### src/logic/css_map.vh
// register offsets, field positions and reset values of the select router
`ifndef CSS_MAP_VH
`define CSS_MAP_VH
`define CSS_ADDR_STRETCH 8'h5A
`define CSS_ADDR_GEN2_CTRL 8'h5F
`define CSS_ADDR_ROUTE 8'h60
`define CSS_STRETCH_RESET 8'h00
`define CSS_GEN2_CTRL_RESET 8'h00
`define CSS_ROUTE_RESET 8'h00
`define CSS_IO_FIELD_HI 7
`define CSS_IO_FIELD_LO 6
`define CSS_G1_FIELD_HI 5
`define CSS_G1_FIELD_LO 4
`define CSS_G2_FIELD_HI 3
`define CSS_G2_FIELD_LO 2
`define CSS_PR_FIELD_HI 1
`define CSS_PR_FIELD_LO 0
`define CSS_G2DP_BIT 0
`define CSS_G1DP_BIT 1
`define CSS_GEN_ONE_FEEDS_GEN_TWO_PIN_BIT 0
`endif

### src/logic/css_sync3.v
// three-stage input synchroniser with agreement of stages two and three
`timescale 1ns/1ps
`default_nettype none
module css_sync3 (
  input wire clk,
  input wire reset,
  input wire din,
  output reg dout
);
  reg s1;
  reg s2;
  reg s3;
  // s1 feeds only s2; output moves once s2 and s3 agree
  always @(posedge clk) begin
    if (reset) begin
      s1 <= 1'b0;
      s2 <= 1'b0;
      s3 <= 1'b0;
      dout <= 1'b0;
    end else begin
      s1 <= din;
      s2 <= s1;
      s3 <= s2;
      if (s2 == s3) begin
        dout <= s3;
      end
    end
  end
endmodule // css_sync3
`default_nettype wire

### src/logic/css_route.v
// combinational chip-select routing between the three select sources
`timescale 1ns/1ps
`default_nettype none
module css_route (
  input wire hit_prog,
  input wire hit_gen1,
  input wire hit_gen2,
  input wire gen_one_feeds_gen_two_pin,
  input wire gen_one_feeds_program_pin,
  input wire gen_two_feeds_program_pin,
  output wire sel_prog,
  output wire sel_gen1,
  output wire sel_gen2
);
  // general 1 goes to program when both routes are set, never to general 2
  wire g1_to_g2;
  assign g1_to_g2 = gen_one_feeds_gen_two_pin & ~gen_one_feeds_program_pin;
  // program pin ORs in the routed general selects
  assign sel_prog = hit_prog
    | (gen_two_feeds_program_pin & hit_gen2)
    | (gen_one_feeds_program_pin & hit_gen1);
  // general 2 silenced when fed to program; takes general 1 if routed
  assign sel_gen2 = ~gen_two_feeds_program_pin
    & (hit_gen2 | (g1_to_g2 & hit_gen1));
  // general 1 pin only stays its own when routed nowhere live
  assign sel_gen1 = hit_gen1 & ~gen_one_feeds_program_pin
    & ~(gen_one_feeds_gen_two_pin & ~gen_two_feeds_program_pin);
endmodule // css_route
`default_nettype wire

### src/logic/css_stretch_top.v
// chip-select routing and bus clock stretch for the expansion bus
// Functional notes
// - g2-drives-program set: program pin carries program OR general 2.
// - g2-drives-program clear: general 2 decode leaves program pin alone.
// - all routing clear: each pin follows only its own range.
// - only g1-drives-program: program pin takes general 1; g1 pin silent.
// - both drives-program set: program pin takes all; general pins silent.
// - g1-to-g2 and g1-to-program: g1 goes to program only.
// - g1-to-g2, g2-to-program: g1 own pin, program takes general 2.
// - selects follow E clock; stretched access holds E high extra cycles.
// - stretch applies only to the selected range's accesses.
// - other clocks keep running during a stretch.
// - stretch field is a binary count of extra cycles, 0 to 3.
// - stretch register fields io 7:6, g1 5:4, g2 3:2, prog 1:0, reset 0.
//
// The implementer's own choice: the strobed register port.
`timescale 1ns/1ps
`default_nettype none
`include "css_map.vh"
module css_stretch_top #(
  parameter E_HALF = 2
) (
  input wire clk,
  input wire reset,
  input wire [7:0] reg_addr,
  input wire [7:0] reg_wdata,
  input wire reg_wr,
  input wire reg_rd,
  output reg [7:0] reg_rdata,
  input wire access_req,
  input wire hit_prog,
  input wire hit_gen1,
  input wire hit_gen2,
  input wire hit_io,
  input wire ext_hold,
  output reg e_clk,
  output reg program_select_pin,
  output reg general_select_one_pin,
  output reg general_select_two_pin,
  output reg io_select_pin,
  output reg stretching,
  output reg access_done,
  output reg tick
);
  localparam ST_IDLE = 2'd0;
  localparam ST_LOW = 2'd1;
  localparam ST_HIGH = 2'd2;
  localparam ST_STR = 2'd3;

  reg [7:0] select_clock_stretch;
  reg [7:0] general_select_two_control;
  reg [7:0] route_ctrl;
  reg [1:0] state;
  reg [1:0] next_state;
  reg [7:0] phase;
  reg [1:0] extra;
  reg [1:0] next_extra;
  reg [7:0] tick_cnt;
  reg lp;
  reg lg1;
  reg lg2;
  reg lio;
  wire hold_sync;
  wire sel_prog;
  wire sel_gen1;
  wire sel_gen2;
  wire gen_two_feeds_program_pin;
  wire gen_one_feeds_program_pin;
  wire gen_one_feeds_gen_two_pin;
  wire phase_end;
  wire cur_p;
  wire cur_g1;
  wire cur_g2;
  wire cur_io;
  wire [1:0] io_stretch_field;
  wire [1:0] gen_one_stretch_field;
  wire [1:0] gen_two_stretch_field;
  wire [1:0] program_stretch_field;

  // field decode of the stretch, general 2 control and route registers
  assign io_stretch_field =
    select_clock_stretch[`CSS_IO_FIELD_HI:`CSS_IO_FIELD_LO];
  assign gen_one_stretch_field =
    select_clock_stretch[`CSS_G1_FIELD_HI:`CSS_G1_FIELD_LO];
  assign gen_two_stretch_field =
    select_clock_stretch[`CSS_G2_FIELD_HI:`CSS_G2_FIELD_LO];
  assign program_stretch_field =
    select_clock_stretch[`CSS_PR_FIELD_HI:`CSS_PR_FIELD_LO];
  assign gen_two_feeds_program_pin =
    general_select_two_control[`CSS_G2DP_BIT];
  assign gen_one_feeds_program_pin = route_ctrl[`CSS_G1DP_BIT];
  assign gen_one_feeds_gen_two_pin = route_ctrl[`CSS_GEN_ONE_FEEDS_GEN_TWO_PIN_BIT];
  assign phase_end = (phase == E_HALF - 1);

  // at the request edge the latches still hold the last access, so the
  // first select cycle must look at the live hits instead
  assign cur_p = (state == ST_IDLE) ? hit_prog : lp;
  assign cur_g1 = (state == ST_IDLE) ? hit_gen1 : lg1;
  assign cur_g2 = (state == ST_IDLE) ? hit_gen2 : lg2;
  assign cur_io = (state == ST_IDLE) ? hit_io : lio;

  // external wait line comes from a pin, so it is synchronised
  css_sync3 u_hold (
    .clk(clk),
    .reset(reset),
    .din(ext_hold),
    .dout(hold_sync)
  );

  css_route u_route (
    .hit_prog(cur_p),
    .hit_gen1(cur_g1),
    .hit_gen2(cur_g2),
    .gen_one_feeds_gen_two_pin(gen_one_feeds_gen_two_pin),
    .gen_one_feeds_program_pin(gen_one_feeds_program_pin),
    .gen_two_feeds_program_pin(gen_two_feeds_program_pin),
    .sel_prog(sel_prog),
    .sel_gen1(sel_gen1),
    .sel_gen2(sel_gen2)
  );

  // register writes; all control resets to zero
  always @(posedge clk) begin
    if (reset) begin
      select_clock_stretch <= `CSS_STRETCH_RESET;
      general_select_two_control <= `CSS_GEN2_CTRL_RESET;
      route_ctrl <= `CSS_ROUTE_RESET;
    end else if (reg_wr) begin
      case (reg_addr)
        `CSS_ADDR_STRETCH: select_clock_stretch <= reg_wdata;
        `CSS_ADDR_GEN2_CTRL: general_select_two_control <= reg_wdata;
        `CSS_ADDR_ROUTE: route_ctrl <= {6'h00, reg_wdata[1:0]};
        default: ;
      endcase
    end
  end

  // read data valid the cycle after the strobe; unmapped reads zero
  always @(posedge clk) begin
    if (reset) begin
      reg_rdata <= 8'h00;
    end else if (reg_rd) begin
      case (reg_addr)
        `CSS_ADDR_STRETCH: reg_rdata <= select_clock_stretch;
        `CSS_ADDR_GEN2_CTRL: reg_rdata <= general_select_two_control;
        `CSS_ADDR_ROUTE: reg_rdata <= route_ctrl;
        default: reg_rdata <= 8'h00;
      endcase
    end else begin
      reg_rdata <= 8'h00;
    end
  end

  // free-running timebase; never paused by a stretch
  always @(posedge clk) begin
    if (reset) begin
      tick_cnt <= 8'h00;
      tick <= 1'b0;
    end else begin
      tick_cnt <= (tick_cnt == E_HALF - 1) ? 8'h00 : tick_cnt + 8'h01;
      tick <= (tick_cnt == E_HALF - 1);
    end
  end

  // bus cycle sequencing and stretch selection
  always @* begin
    next_state = state;
    next_extra = extra;
    case (state)
      ST_IDLE: begin
        if (access_req) begin
          next_state = ST_LOW;
        end
      end
      ST_LOW: begin
        if (phase_end) begin
          next_state = ST_HIGH;
          // stretch picks only the range actually hit
          if (lp) begin
            next_extra = program_stretch_field;
          end else if (lg1) begin
            next_extra = gen_one_stretch_field;
          end else if (lg2) begin
            next_extra = gen_two_stretch_field;
          end else if (lio) begin
            next_extra = io_stretch_field;
          end else begin
            next_extra = 2'b00;
          end
        end
      end
      ST_HIGH: begin
        if (phase_end && !hold_sync) begin
          next_state = (extra != 2'b00) ? ST_STR : ST_IDLE;
        end
      end
      ST_STR: begin
        // each extra bus cycle is two half periods of high E
        if (phase == 2 * E_HALF - 1) begin
          if (extra == 2'b01) begin
            next_state = ST_IDLE;
          end
          next_extra = extra - 2'b01;
        end
      end
      default: next_state = ST_IDLE;
    endcase
  end

  // state, phase counter, latched hits and registered pins
  always @(posedge clk) begin
    if (reset) begin
      state <= ST_IDLE;
      phase <= 8'h00;
      extra <= 2'b00;
      lp <= 1'b0;
      lg1 <= 1'b0;
      lg2 <= 1'b0;
      lio <= 1'b0;
      e_clk <= 1'b0;
      program_select_pin <= 1'b0;
      general_select_one_pin <= 1'b0;
      general_select_two_pin <= 1'b0;
      io_select_pin <= 1'b0;
      stretching <= 1'b0;
      access_done <= 1'b0;
    end else begin
      state <= next_state;
      extra <= next_extra;
      if (next_state != state || (state == ST_STR &&
          phase == 2 * E_HALF - 1)) begin
        phase <= 8'h00;
      end else if (state != ST_IDLE &&
          !(state == ST_HIGH && phase_end)) begin
        // a held high phase parks at its last count instead of wrapping
        phase <= phase + 8'h01;
      end
      // address hits are captured at the start so selects stay stable
      if (state == ST_IDLE && access_req) begin
        lp <= hit_prog;
        lg1 <= hit_gen1;
        lg2 <= hit_gen2;
        lio <= hit_io;
      end
      // selects and E change only with the bus cycle
      e_clk <= (next_state == ST_HIGH) || (next_state == ST_STR);
      program_select_pin <= (next_state != ST_IDLE) && sel_prog;
      general_select_one_pin <= (next_state != ST_IDLE) && sel_gen1;
      general_select_two_pin <= (next_state != ST_IDLE) && sel_gen2;
      io_select_pin <= (next_state != ST_IDLE) && cur_io;
      stretching <= (next_state == ST_STR);
      access_done <= (state != ST_IDLE) && (next_state == ST_IDLE);
    end
  end
endmodule // css_stretch_top
`default_nettype wire

### config.mk
export PLATFORM = sky130hd
export DESIGN_NAME = css_stretch_top
export DESIGN_NICKNAME = d
export VERILOG_FILES = /design/src/logic/css_sync3.v /design/src/logic/css_route.v /design/src/logic/css_stretch_top.v
export VERILOG_INCLUDE_DIRS = /design/src /design/src/logic
export SDC_FILE = /design/constraint.sdc
export NUM_CORES = 1
export LEC_CHECK = 0
export ABC_AREA = 1
export BUFFER_PORTS_ARGS = -buffer_cell sky130_fd_sc_hd__buf_2
export CAP_MARGIN = 20
export CORE_AREA = 5 5 75 77
export CTS_CLUSTER_DIAMETER = 30
export DETAILED_ROUTE_END_ITERATION = 8
export DIE_AREA = 0 0 80 82
export PLACE_DENSITY = 0.91
export SYNTH_ARGS = -nofsm -noshare
export SYNTH_HDL_FRONTEND = slang
export SYNTH_SLANG_ARGS = --single-unit
export TNS_END_PERCENT = 20
### constraint.sdc
create_clock -name clk -period 4.02 [get_ports clk]
set_input_delay 0.201 -clock clk [delete_from_list [all_inputs] [get_ports clk]]
set_output_delay 0.201 -clock clk [all_outputs]
set_load 0.02 [all_outputs]
Word level (Yosys, flattened, before mapping)
Cells that the tools add are included.
Widths: inputs -> output; s select.

word-level totals
  flip-flop bits (word level) = 62
  bits of input ports = 26
  output and inout bits = 16
  logic and storage cells = 104

operators by class
  add/sub/neg operators = 3
  equal/unequal tests = 16
  multiplexer cells = 19
  bitwise gates (word level) = 15
  reduce and logical (&&, ||, !) cells = 27

operators with widths
  operator             count
  $eq 8x7->1 const B   3
  $mux 2               12
  $pmux 8 s3           1
  $add 8x1->8 const B  2
  $eq 8x1->1 const B   2
  $logic_and 1x1->1    10
  $and 1x1->1          8
  $eq 2x2->1 const B   4
  $eq 8x2->1 const B   1
  $pmux 2 s4           1
  $reduce_bool 2->1    4
  $reduce_and 2->1     3
  $reduce_or 2->1      3
  $eq 2x1->1 const B   2
  $logic_not 2->1      2
  $mux 1               4
  $ne 2x2->1 const B   2
  $not 1->1            4
  $pmux 2 s2           1
  $or 1x1->1           3
  $reduce_and 3->1     1
  $logic_not 1->1      2
  $logic_or 1x1->1     2
  $ne 2x2->1           1
  other kinds (2)      2

Logic depth before layout (Yosys ltp)
  depth in word-level cells = 7
  depth in mapped cells = 11
  mapped depth without buffers = 11

Modules after synthesis
Synthesis repeated with hierarchy kept, for this count alone.

second synthesis, totals
  cells, all modules = 398
  area, all modules = 2871.5 µm²

by module, submodules not included
  module           instances  cells each  area each (µm²)  sequential area each (µm²)
  css_stretch_top  1          372         2692.6           1161.1
  css_sync3        1          13          121.4            80.1
  css_route        1          13          57.6             0.0

Worst setup path before layout
No wires, ideal clock.

  kind = flip-flop to flip-flop
  start point = register, netlist name e_clk
  end point = register program_select_pin
  library setup time = 123 ps
  arrival = 1224 ps
  data required time = 3897 ps
  setup slack = 2673 ps
  stages on the path, launching flop included = 7
  path buffers = 0
  cell sequence = dfxtp_1 -> nor2_2 -> inv_1 -> o21ai_0 -> nor2_1 -> a211oi_1 -> a21oi_1

RTL lines
  element               RTL line               text
  end signal, assigned  css_stretch_top.v:247  program_select_pin <= (next_state != ST_IDLE) && sel_prog;
  end, declared         css_stretch_top.v:37   output reg program_select_pin,

==> summary.txt <==
Timing
  • Final WS setup: 2.413 ns
  • Max Clock Skew: 0.009456 ns
  • Tmin final: 1.607 ns
  • Worst hold slack: roughly 0.062 ns
  • TNS Setup: 0 ns
  • Max frequency: slightly above 600 MHz
  • Final hold vios: 0
  • Worst-Margin Slew: 0.4761 ns
  • RSZ-0062 raised after global routing: no
  • Period utilisation layout: approximately two fifths
  • Max Slew Vio Count: 0
  • Worst slew margin: just under 70%
  • Final setup fails: 0

CTS
  • Clock Path Buffers: 2
  • H-tree depth: 3
  • # hold bufs at CTS: 0
  • Clk slew on worst S/H paths: ~0.070 ns
  • Clock Tree Root: clkbuf_8
  • Post-CTS resize count: 0
  • Sink Count: 61
  • Post-CTS Setup Inserts: 0
  • Clk_lat worst skew: between 0.3 and 0.4 ns
  • CTS Buf Count: 9
  • CTS tree: done

Floorplanning
  • # rows: 26
  • DIE AREA: between 0.006 and 0.007 mm2
  • IO Pins: 42
  • Starting Density: 57.72%
  • Die height: 82 um
  • Total core area: roughly 0.0049 mm2
  • Die Span X: approximately 80 um

Worst setup path
  • Arrival @ worst endpoint: ~1.8 ns
  • Worst setup SP type: register
  • Worst Path Max Fanout: 8
  • CP Data Required Time: about 4.2 ns
  • Setup crit end kind: register
  • Critical path class: register to register

Power
  • Pwr dens: 420.2 mW/mm2
  • Final Power: roughly 1.4 mW
  • Maximum VDD drop: 0.0002509 V
  • LEAKAGE: 1.574 nW

Detailed routing
  • Pre-antenna DRT Iters: 5
  • Vias after detailed routing: approximately 2,600
  • Routed WL: between 6000 and 7000 um
  • # DRC: 0
  • Drt initial violations: 201
  • Routed wire per std cell: around 12 um
  • Via density: ~4.9
  • Routed Antenna Nets: 0

Logic synthesis
  • Synth Flop Type: dfxtp_1
  • Distinct cell type count of the synthesized netlist: 31
  • Sequential share of the synthesized area: a little over two fifths
  • Synth Register Bits: between 60 and 70
  • Synth Instances: 404
  • Ys Warns: 0
  • Post-synth EDFFs: 0
  • Asr flop ratio synth: 0%
  • Syn_area_per_cell: 7.064 um2
  • Synth Cell Area: around 0.0029 mm2
  • Syn_nets: around 440

GRT
  • Largest net degree at the start of global routing: 20
  • GR met2 Demand/Resource: between 30 and 40%
  • GRT Total Usage: 21.16%
  • Met3 usage: 5.811%
  • Vias in the first global route: ~2,500
  • M1 GR Usage: roughly 25%
  • Initial antenna violation count: 0
  • Grt ovf: 0
  • First-pass GRT wire length: 10,690 um
  • Busiest grt layer: met2

Worst hold path
  • Hold crit path type: input port to register

Placement
  • Post-DP HPWL: between 4000 and 5000 um
  • Placed Cells: a little over 500
  • Post-place instance area: 0.003118 mm2
  • DP Worst Slack: between 2 and 2.5 ns
  • Placer Congestion: slightly above 0.8
  • Buffers on Ports: 41

Finish
  • # diodes: 0
  • Final Instance Area: around 0.0033 mm2
  • Finished Layout Cells: about 530
  • Nets: 483
  • Fin util: roughly two thirds
  • Layout cell share with drive strength beyond 1: 17.54%
  • Layout fillers: ~410
  • Area grow syn2layout: 17.14%

Flow run
  • MaxCap Viol Count: 0

Status
  • Outcome: finished, final reports clean
## kinds of logic (layout without fill, tap and decap cells)
logic type	Yosys count	after routing	share of synthesized area (%)
flip-flops	61	61	42.79
adder cells (fa/ha/maj)	6	6	2.630
XOR/XNOR	6	6	1.841
buffers and inverters	87	139	11.88
multiplexers	1	1	0.3507
AND/OR/NAND/NOR	184	184	29.59
AO/OA/AOI/OAI	59	59	10.92
## worst max-delay path, stage by stage (launching register included)
cell      delay [ns]
dfxtp_1         0.37
nor2_2          0.31
inv_1           0.16
o21ai_0         0.27
nor2_1          0.10
a211oi_1        0.21
a21oi_1         0.07
## cells in the mapped netlist (4+ instances only)
cell     count  area share [%]
a21oi_1     31             5.4
nand4_1      4            0.88
nor3_1       4            0.70
nor2_1      38             5.0
xor2_1       5             1.5
o21ai_0     19             3.3
dfxtp_1     61              43
nand2_1     87              11
ha_1         6             2.6
nand3_1     27             4.7
inv_1       78              10
nor2_2      13             2.8
## worst paths after layout
check / startpoint / to / slack (ns) / cells after the start
min: ext_hold / u_hold.s1$_SDFF_PP0_ / 0.06 / 3
min reg2reg: u_hold.s1$_SDFF_PP0_ / u_hold.s2$_SDFF_PP0_ / 0.41 / 2
max: e_clk$_SDFF_PP0_ / program_select_pin$_SDFF_PP0_ / 2.41 / 6
max reg2reg: e_clk$_SDFF_PP0_ / program_select_pin$_SDFF_PP0_ / 2.41 / 6
## cell usage in the layout, fill, tap and decap left out, types with 6 or more instances in the layout
master,n
nor2_2,13
clkbuf_8,11
nand2_1,87
nor2_1,38
o21ai_0,19
nand3_1,27
buf_2,41
ha_1,6
inv_1,78
a21oi_1,31
dfxtp_1,61
## sequential cells by signal, indices dropped and copies added (netlist names)
signal,cells
tick_cnt,8
reg_rdata,8
program_select_pin,1
phase,8
lg2,1
tick,1
stretching,1
u_hold.s3,1
general_select_two_control,8
access_done,1
route_ctrl,2
u_hold.s1,1
extra,2
u_hold.dout,1
io_select_pin,1
state,1
general_select_one_pin,1
lp,1
lg1,1
general_select_two_pin,1
e_clk,1
u_hold.s2,1
lio,1
select_clock_stretch,8
## layout make-up
cell class | count | area (um2) | area share, %
sequential | 61 | 1221 | 36.53
multi-input combinational | 256 | 1294 | 38.70
inverter | 82 | 310.3 | 9.281
timing repair buffer | 41 | 205.2 | 6.138
clock inverter | 4 | 70.07 | 2.096
tap | 70 | 87.58 | 2.620
clock buffer | 12 | 155.1 | 4.641
## per-layer routing
metal	routed length [um]	vias to the layer above	part of all wire, %
met5	0	-	0
met4	146	0	2.4
met3	325	12	5.3
met2	2928	64	48
met1	2746	1164	45
li1	-	1344	-
## power by group
group / switching (mW) / internal, mW / total, mW / leakage [nW]
sequential: 0.0133 / 0.625 / 0.638 / 0.494
combinational: 0.103 / 0.0516 / 0.154 / 0.963
clock: 0.232 / 0.381 / 0.613 / 0.116
total: 0.347 / 1.06 / 1.40 / 1.57
(Power assumes the default switching activity.)
